## config.mk

```make
export PLATFORM = sky130hd
export DESIGN_NAME = bsc_top
export DESIGN_NICKNAME = d
export VERILOG_FILES = /design/src/hdl/bsc_pkg.sv /design/src/hdl/bsc_top.sv
export SDC_FILE = /design/constraint.sdc
export NUM_CORES = 1
export LEC_CHECK = 0
export ABC_AREA = 0
export BUFFER_PORTS_ARGS = -buffer_cell sky130_fd_sc_hd__buf_2
export CAP_MARGIN = 20
export CORE_MARGIN = 2
export CORE_UTILIZATION = 54
export CTS_BUF_LIST = sky130_fd_sc_hd__clkbuf_8
export DETAILED_ROUTE_END_ITERATION = 10
export PLACE_DENSITY = 0.93
export SYNTH_ARGS = -nofsm -noshare
export SYNTH_HDL_FRONTEND = slang
export SYNTH_SLANG_ARGS = --single-unit
```

## constraint.sdc

```tcl
create_clock -name CORE_CLK -period 5.41 [get_ports CORE_CLK]
set_input_delay 0.541 -clock CORE_CLK [delete_from_list [all_inputs] [get_ports CORE_CLK]]
set_output_delay 0.541 -clock CORE_CLK [all_outputs]
set_load 0.005 [all_outputs]
```

## src/hdl/bsc_pkg.sv

```systemverilog
// Constants, encodings and carriers for the boundary-scan test block
package bsc_pkg;
   localparam logic [3:0] OP_IDCODE = 4'h1;
   localparam logic [3:0] OP_PRELOAD = 4'h2;
   localparam logic [3:0] OP_CHIPRST = 4'hc;
   localparam logic [3:0] OP_BYPASS = 4'hf;
   localparam int IR_W = 4;
   localparam logic [3:0] IR_CAPTURE = 4'h1;
   localparam logic [5:0] IDX_SYSCTL = 6'h00;
   localparam logic [5:0] IDX_RSTCAUSE = 6'h01;
   localparam int SC_JTD = 7;
   localparam int SC_PUD = 4;
   localparam logic [7:0] SC_RESET = 8'h00;
   localparam logic [7:0] SC_WMASK = 8'h13;
   localparam int RC_TEST_RESET_FLAG = 4;
   localparam logic [7:0] RC_RESET = 8'h00;
   localparam logic [2:0] JTD_WINDOW_CYC = 3'h4;
   localparam logic CLK_IDLE_EXT = 1'b0;
   localparam logic CLK_IDLE_XTAL = 1'b1;
   localparam logic CLK_IDLE_LF = 1'b1;
   localparam int TAIL_CELLS = 12;

   typedef enum logic [2:0] {
      TAP_OTHER = 3'b000,
      TAP_CAP_DR = 3'b001,
      TAP_SHIFT_DR = 3'b010,
      TAP_UPD_DR = 3'b011,
      TAP_CAP_IR = 3'b100,
      TAP_SHIFT_IR = 3'b101,
      TAP_UPD_IR = 3'b110
   } bsc_tap_e;

   typedef struct packed {
      logic ext_en;
      logic xtal_en;
      logic lf_en;
   } bsc_osc_s;

   typedef struct packed {
      logic comp_off;
      logic mux_sel;
      logic bg_en;
   } bsc_ana_s;
endpackage

```

## src/hdl/bsc_top.sv

```systemverilog
// Boundary-scan instructions, scan cells and their control registers
module bsc_top #(
   parameter int NPINS = 8
) (
   input wire logic CORE_CLK,
   input wire logic RESET,
   input wire logic WB_CYC,
   input wire logic WB_STB,
   input wire logic WB_WE,
   input wire logic [7:0] WB_ADR,
   input wire logic [3:0] WB_SEL,
   input wire logic [31:0] WB_DAT_I,
   output logic [31:0] WB_DAT_O,
   output logic WB_ACK,
   input wire logic TCK,
   input wire logic TDI,
   input wire logic [2:0] TAP_STATE,
   input wire logic TEST_PORT_FUSE,
   output logic TDO,
   output logic TDO_OE,
   output logic TEST_PORT_EN,
   output logic CHIP_RESET,
   output logic PULLUP_DISABLE,
   input wire logic [3:0] RST_CAUSE_EVT,
   input wire logic [NPINS-1:0] PIN_IN,
   input wire logic [NPINS-1:0] PIN_DIR,
   input wire logic [NPINS-1:0] PIN_OUT,
   input wire logic RESET_PIN_N,
   input wire logic HV_RESET_PIN,
   input wire bsc_pkg::bsc_osc_s OSC_EN,
   input wire logic [2:0] OSC_CLK,
   input wire bsc_pkg::bsc_ana_s ANA_CTL,
   input wire logic COMP_OUT,
   output logic [NPINS-1:0] SCAN_PU,
   output logic [NPINS-1:0] SCAN_OC,
   output logic [NPINS-1:0] SCAN_OD,
   output bsc_pkg::bsc_osc_s SCAN_OSC_EN,
   output bsc_pkg::bsc_ana_s SCAN_ANA
);
   localparam int B = 3 * NPINS;
   localparam int L = B + bsc_pkg::TAIL_CELLS;
   localparam int SW = NPINS + 12;
   // Link clock idles high, so its stages reset high: no false edge
   localparam logic [SW-1:0] SYNC_IDLE =
      {{5{1'b0}}, 1'b1, {(NPINS+6){1'b0}}};

   // Two-stage synchronisers for everything outside the core clock
   logic [SW-1:0] sa_q;
   logic [SW-1:0] sb_q;
   logic [SW-1:0] raw;
   logic [NPINS-1:0] pin_s;
   logic rstn_s, hv_s, comp_s, tck_s, tdi_s, fuse_s;
   logic [2:0] oclk_s;
   bsc_pkg::bsc_tap_e tap_s;

   assign raw = {TEST_PORT_FUSE, TAP_STATE, TDI, TCK, COMP_OUT, OSC_CLK,
                 HV_RESET_PIN, RESET_PIN_N, PIN_IN};

   always_ff @(posedge CORE_CLK or posedge RESET) begin
      if (RESET) begin
         sa_q <= SYNC_IDLE;
         sb_q <= SYNC_IDLE;
      end else begin
         sa_q <= raw;
         sb_q <= sa_q;
      end
   end

   assign pin_s = sb_q[NPINS-1:0];
   assign rstn_s = sb_q[NPINS];
   assign hv_s = sb_q[NPINS+1];
   assign oclk_s = sb_q[NPINS+4:NPINS+2];
   assign comp_s = sb_q[NPINS+5];
   assign tck_s = sb_q[NPINS+6];
   assign tdi_s = sb_q[NPINS+7];
   assign tap_s = bsc_pkg::bsc_tap_e'(sb_q[NPINS+10:NPINS+8]);
   assign fuse_s = sb_q[NPINS+11];

   // Registers
   logic ack_q;
   logic [31:0] dat_q;
   logic jtd_q, jtd_val_q, pud_q, vector_table_select_q, vector_change_enable_q, test_reset_flag_q;
   logic [2:0] jtd_cnt_q;
   logic [3:0] cause_q;
   logic req, wr, wr_sc, wr_rc;
   logic [5:0] idx;
   logic [7:0] sc_rd, rc_rd;

   assign req = WB_CYC & WB_STB & ~ack_q;
   assign idx = WB_ADR[7:2];
   assign wr = req & WB_WE & WB_SEL[0];
   assign wr_sc = wr & (idx == bsc_pkg::IDX_SYSCTL);
   assign wr_rc = wr & (idx == bsc_pkg::IDX_RSTCAUSE);
   assign sc_rd = {jtd_q, 2'h0, pud_q, 2'h0, vector_table_select_q, vector_change_enable_q};
   assign rc_rd = {3'h0, test_reset_flag_q, cause_q};

   always_ff @(posedge CORE_CLK or posedge RESET) begin
      if (RESET) begin
         ack_q <= 1'b0;
         dat_q <= 32'h0;
      end else begin
         ack_q <= req;
         if (req) begin
            // Unmapped words answer with zero
            case (idx)
               bsc_pkg::IDX_SYSCTL: dat_q <= {24'h0, sc_rd};
               bsc_pkg::IDX_RSTCAUSE: dat_q <= {24'h0, rc_rd};
               default: dat_q <= 32'h0;
            endcase
         end
      end
   end

   assign WB_ACK = ack_q;
   assign WB_DAT_O = dat_q;

   always_ff @(posedge CORE_CLK or posedge RESET) begin
      if (RESET) begin
         {pud_q, vector_table_select_q, vector_change_enable_q} <= 3'h0;
      end else if (wr_sc) begin
         pud_q <= WB_DAT_I[bsc_pkg::SC_PUD];
         vector_table_select_q <= WB_DAT_I[1];
         vector_change_enable_q <= WB_DAT_I[0];
      end
   end

   // timed double write
   // A lone write only arms the window, so a stray store cannot lock us out
   always_ff @(posedge CORE_CLK or posedge RESET) begin
      if (RESET) begin
         jtd_q <= bsc_pkg::SC_RESET[bsc_pkg::SC_JTD];
         jtd_val_q <= 1'b0;
         jtd_cnt_q <= 3'h0;
      end else if (wr_sc) begin
         if (jtd_cnt_q != 3'h0 && jtd_val_q == WB_DAT_I[bsc_pkg::SC_JTD]) begin
            jtd_q <= jtd_val_q;
            jtd_cnt_q <= 3'h0;
         end else begin
            jtd_val_q <= WB_DAT_I[bsc_pkg::SC_JTD];
            jtd_cnt_q <= bsc_pkg::JTD_WINDOW_CYC;
         end
      end else if (jtd_cnt_q != 3'h0) begin
         jtd_cnt_q <= jtd_cnt_q - 3'h1;
      end
   end

   logic port_en;
   assign port_en = fuse_s & ~jtd_q;
   assign TEST_PORT_EN = port_en;
   assign PULLUP_DISABLE = pud_q;

   // Test access side, sampled by core clock edges of TCK
   logic tck_d_q, rise, fall;
   bsc_pkg::bsc_tap_e st_q;
   logic [3:0] ir_q, ir_sh_q;
   logic [L-1:0] chain_q, upd_q;
   logic [L-1:0] cap;
   logic byp_q, rst_q, tdo_q, oe_q;
   logic sel_pre, sel_rst;

   always_ff @(posedge CORE_CLK or posedge RESET) begin
      if (RESET) begin
         tck_d_q <= 1'b1;
      end else begin
         tck_d_q <= tck_s;
      end
   end

   assign rise = port_en & tck_s & ~tck_d_q;
   assign fall = port_en & ~tck_s & tck_d_q;
   assign sel_pre = (ir_q == bsc_pkg::OP_PRELOAD);
   assign sel_rst = (ir_q == bsc_pkg::OP_CHIPRST);

   // State is taken mid-period, where the controller holds it still
   always_ff @(posedge CORE_CLK or posedge RESET) begin
      if (RESET) begin
         st_q <= bsc_pkg::TAP_OTHER;
      end else if (fall) begin
         st_q <= tap_s;
      end
   end

   always_ff @(posedge CORE_CLK or posedge RESET) begin
      if (RESET) begin
         ir_q <= bsc_pkg::OP_IDCODE;
         ir_sh_q <= bsc_pkg::IR_CAPTURE;
      end else if (rise) begin
         case (st_q)
            bsc_pkg::TAP_CAP_IR: ir_sh_q <= bsc_pkg::IR_CAPTURE;
            bsc_pkg::TAP_SHIFT_IR: ir_sh_q <= {tdi_s, ir_sh_q[3:1]};
            bsc_pkg::TAP_UPD_IR: ir_q <= ir_sh_q;
            default: ir_sh_q <= ir_sh_q;
         endcase
      end
   end

   // pin cells, two stages plus pull-up
   for (genvar i = 0; i < NPINS; i++) begin : g_pin
      assign cap[3*i] = ~pud_q & ~PIN_DIR[i] & PIN_OUT[i];
      assign cap[3*i+1] = PIN_DIR[i];
      assign cap[3*i+2] = pin_s[i];
      assign SCAN_PU[i] = upd_q[3*i];
      assign SCAN_OC[i] = upd_q[3*i+1];
      assign SCAN_OD[i] = upd_q[3*i+2];
   end

   assign cap[B] = rstn_s;
   assign cap[B+1] = hv_s;
   assign cap[B+2] = OSC_EN.ext_en;
   assign cap[B+3] = OSC_EN.xtal_en;
   assign cap[B+4] = OSC_EN.lf_en;
   assign cap[B+5] = OSC_EN.ext_en ? oclk_s[0] : bsc_pkg::CLK_IDLE_EXT;
   assign cap[B+6] = OSC_EN.xtal_en ? oclk_s[1] : bsc_pkg::CLK_IDLE_XTAL;
   assign cap[B+7] = OSC_EN.lf_en ? oclk_s[2] : bsc_pkg::CLK_IDLE_LF;
   assign cap[B+8] = ANA_CTL.comp_off;
   assign cap[B+9] = ANA_CTL.mux_sel;
   assign cap[B+10] = ANA_CTL.bg_en;
   assign cap[B+11] = comp_s;

   // Observe-only cells simply never reach an output
   assign SCAN_OSC_EN = {upd_q[B+2], upd_q[B+3], upd_q[B+4]};
   assign SCAN_ANA = {upd_q[B+8], upd_q[B+9], upd_q[B+10]};

   // capture and shift of the chain
   always_ff @(posedge CORE_CLK or posedge RESET) begin
      if (RESET) begin
         chain_q <= '0;
      end else if (rise && sel_pre) begin
         if (st_q == bsc_pkg::TAP_CAP_DR) begin
            chain_q <= cap;
         end else if (st_q == bsc_pkg::TAP_SHIFT_DR) begin
            chain_q <= {tdi_s, chain_q[L-1:1]};
         end
      end
   end

   always_ff @(posedge CORE_CLK or posedge RESET) begin
      if (RESET) begin
         upd_q <= '0;
      end else if (rise && sel_pre && st_q == bsc_pkg::TAP_UPD_DR) begin
         upd_q <= chain_q;
      end
   end

   // bypass capture and shift
   // Unknown opcodes fall back to bypass to keep the chain short
   always_ff @(posedge CORE_CLK or posedge RESET) begin
      if (RESET) begin
         byp_q <= 1'b0;
      end else if (rise && !sel_pre && !sel_rst) begin
         if (st_q == bsc_pkg::TAP_CAP_DR) begin
            byp_q <= 1'b0;
         end else if (st_q == bsc_pkg::TAP_SHIFT_DR) begin
            byp_q <= tdi_s;
         end
      end
   end

   // shift is its only active state
   always_ff @(posedge CORE_CLK or posedge RESET) begin
      if (RESET) begin
         rst_q <= 1'b0;
      end else if (rise && sel_rst && st_q == bsc_pkg::TAP_SHIFT_DR) begin
         rst_q <= tdi_s;
      end
   end

   assign CHIP_RESET = rst_q;

   // Output changes on the falling edge, as the far end samples on rising
   always_ff @(posedge CORE_CLK or posedge RESET) begin
      if (RESET) begin
         tdo_q <= 1'b0;
         oe_q <= 1'b0;
      end else if (!port_en) begin
         oe_q <= 1'b0;
      end else if (fall) begin
         oe_q <= (tap_s == bsc_pkg::TAP_SHIFT_DR) ||
                 (tap_s == bsc_pkg::TAP_SHIFT_IR);
         if (tap_s == bsc_pkg::TAP_SHIFT_IR) begin
            tdo_q <= ir_sh_q[0];
         end else if (sel_pre) begin
            tdo_q <= chain_q[0];
         end else if (sel_rst) begin
            tdo_q <= rst_q;
         end else begin
            tdo_q <= byp_q;
         end
      end
   end

   assign TDO = tdo_q;
   assign TDO_OE = oe_q;

   // cleared by zero write or power-on
   // Set wins over a clearing write in the same cycle
   always_ff @(posedge CORE_CLK or posedge RESET) begin
      if (RESET) begin
         test_reset_flag_q <= bsc_pkg::RC_RESET[bsc_pkg::RC_TEST_RESET_FLAG];
         cause_q <= bsc_pkg::RC_RESET[3:0];
      end else begin
         test_reset_flag_q <= (rst_q & sel_rst) |
                   (test_reset_flag_q & ~(wr_rc & ~WB_DAT_I[bsc_pkg::RC_TEST_RESET_FLAG]));
         cause_q <= RST_CAUSE_EVT | (cause_q & ~(wr_rc ? ~WB_DAT_I[3:0] : 4'h0));
      end
   end
endmodule

```

==> metrics.yaml <==
status: "complete, no violations"
setup_tns_ns: 0
syn_to_final_growth_pct: 16.04
dp_cells: 685
fp.dieH_microns: 107.7
slew-limit-headroom: 0.4833
start_kind: "register"
drc: 0
first_global_vias: 3803
netlist_instances: 462
crit_fanout: 30
p_sw_mw: 0.5609
end_kind: "register"
via_count: 3713
pwr-share-seq: 0.526
cts_resized: 0
arrival_ns: 2.67
synth-xor-area-share: 0.004527
fin_crit_sh: 0.4338
clockBufferDepth: 2
io_buffers: 105
pwr-share-clk: 0.371
antennaDiodeCount: 0
clock_latency_ns: 0.44
clock-sinks: 142
p_comb_frac: 0.103
grt_pass1_wl_microns: 17880
grt_overflow: 0
rsz0062_at_grt: "no"
cts_setup_buffers: 0
seq_area_frac_synth: 0.6133
timing_worst_setup_path_type: "reg2reg"
clock_skew_ns: 0.01404
tritoncts: "yes"
drive_gt1_frac: 0.3385
final_cell_count_no_fill: 718
grt_max_degree: 92
synth_top_family_by_area: "multiplexers"
grt_usage: 0.2014
crit_path_max_incr_delay_ns: 0.83
finalHoldViolCount: 0
setup_violations: 0
netlist.area_leader.share: 0.5906
start_util: 0.5597
critPathSlowestCell: "or4b_4"
fmax_ghz: 0.4261
firstDrtPassIters: 5
internal_power_mw: 1.639
antenna_found_initial: 0
path_common_cell: "or4b_4"
synth_area_leaders: "dfrtp_1 (59%), mux2_4 (7.8%), mux2i_1 (4.5%), nor2_1 (3.8%), buf_4 (3.4%)"
hold_path_class: "in2reg"
row_count: 37
cts_max_level: 4
synth_commonest_cells: "dfrtp_1 (137), nor2_1 (59), a21oi_1 (35)"
fin_util: 0.6495
ys_seq_elements: 142
synth_flop_cell: "dfrtp_1"
async_flop_share: 1.000
reg2reg_depth: 3
synth-compound-area-share: 0.06704
synth_edf_count: 0
cp_top_family: "simple AND/OR/NAND/NOR gates"
power_density_mw_per_mm2: 326.6
yosysWarnings: 0
drt_iter0_drc: 235
final_max_slew_viol_count: 0
leakage_nw: 3.300
cap_violations: 0
ys_types: 39
drtAntennaViolNets: 0
synthAdderAreaFrac: 0.004311
crit_path_cell_trace: "or4b_4, or4b_4, mux2_4"
required_ns: 5.73
die_w_microns: 107.7
crit_buf_inv: 0
final_nets: 666
crit_cells: 3
p_total_mw: 2.200
wirelength_microns: 11020
tightestPinTransition_ns: 0.7751
whs_path_depth: 1
synth.cell_area_sq_mm: 0.005804
io_pins: 163
clk_pin_slew_worst_paths_ns: 0.08
synth.avg_cell_area_sq_um: 12.56
core-area_sq_mm: 0.01037
avgViaCountPerCell: 5.171
synth_top_area_cell: "dfrtp_1"
wl_per_cell_microns: 15.35
finalCriticalPeriod_ns: 2.347
synth_most_common_cell: "dfrtp_1"
muxShareOfSynthArea: 0.1477
switching_share: 0.2549
hold_buffers: 0
place.gp.congestion: 0.8069
place_hpwl_microns: 7721
synth_simple_gate_area_frac: 0.1037
peakVddDrop_mv: 0.1798
dieArea_sq_mm: 0.01159
root_buffer: "clkbuf_8"
cts_made_buffers: 17
==> state kept, by name (all words and copies together) (netlist names), 3 cells and up <==
name and count:
WB_DAT_O 6, cause_q 4, chain_q 36, ir_q 4, ir_sh_q 4, jtd_cnt_q 3
sa_q 20, sb_q 20, st_q 3, upd_q 30
==> worst paths after layout <==
kind / slack (ns) / to / from
worst max register to register: 3.06 / upd_q[7]$_DFFE_PP0P_ / ir_q[2]$_DFFE_PP0P_
worst min-delay path: 0.20 / sa_q[14]$_DFF_PP1_ / TCK
max in group asynchronous: 4.01 / ir_q[2]$_DFFE_PP0P_ / RESET
min in group asynchronous: 0.26 / TDO_OE$_DFFE_PP0P_ / RESET
worst max-delay path: 3.06 / upd_q[7]$_DFFE_PP0P_ / ir_q[2]$_DFFE_PP0P_
worst min register to register: 0.35 / sb_q[5]$_DFF_PP0_ / sa_q[5]$_DFF_PP0_
==> power by group through the flow <==
stage | Combinational (mW) | Clock (mW) | Sequential (mW)
final | 0.226 | 0.816 | 1.16
after global placement | 0.211 | 0 | 1.17
after global routing | 0.253 | 0.884 | 1.16
after detailed placement | 0.228 | 0 | 1.18
after floorplan | 0.179 | 0 | 1.16
after CTS | 0.229 | 0.836 | 1.16
==> kinds of logic (layout without fill, tap and decap cells) <==
logic type | after synthesis | in the layout
flip-flops | 142 | 142
adder cells (fa/ha/maj) | 2 | 2
other | 1 | 26
multiplexers | 69 | 69
AND/OR/NAND/NOR | 121 | 121
buffers and inverters | 55 | 150
AO/OA/AOI/OAI | 69 | 69
XOR/XNOR | 3 | 3
==> cell type report <==
| type | instances | area [sq um] |
|---|---|---|
| Clock inverter | 14 | 145.1 |
| Tap cell | 136 | 170.2 |
| Sequential cell | 142 | 3560 |
| Multi-Input combinational cell | 290 | 2014 |
| Fill cell | 814 | 3635 |
| Clock buffer | 18 | 247.7 |
| Timing Repair Buffer | 110 | 563.0 |
| Inverter | 8 | 35.03 |
==> layout by cell type, fill, tap and decap left out, types with 7 or more instances in the layout <==
master,synthesis,final
nor2b_1,10,10
mux2_2,13,13
o21ai_0,14,14
mux2_4,30,30
nand2_1,18,18
mux2i_1,26,26
dfrtp_1,137,137
conb_1,1,26
nand3_1,7,7
a31oi_1,11,11
a21oi_1,35,35
inv_1,8,8
buf_2,12,105
clkbuf_8,0,18
nor2_1,59,59
==> layer usage <==
layer  global-route usage  vias up  part of all wire
li1                     -     1754                 -
met1               0.2536     1829              0.42
met2               0.3369      114              0.52
met3              0.04843       16             0.050
met4              0.07875        0             0.014
met5                    0        -                 0
==> per-stage QoR <==
step / worst slack [ns] / hold slack [ns] / instance area (sq um)
finish: 3.063 / 0.1986 / 6735
global route: 3.014 / 0.1621 / 6735
CTS: 3.064 / 0.1713 / 6728
detailed placement: 2.626 / 0.3347 / 6335
global placement: 2.768 / 0.3314 / 6335
floorplan: 1.068 / 0.3312 / 5898
Power figures use the tool's default switching activity.
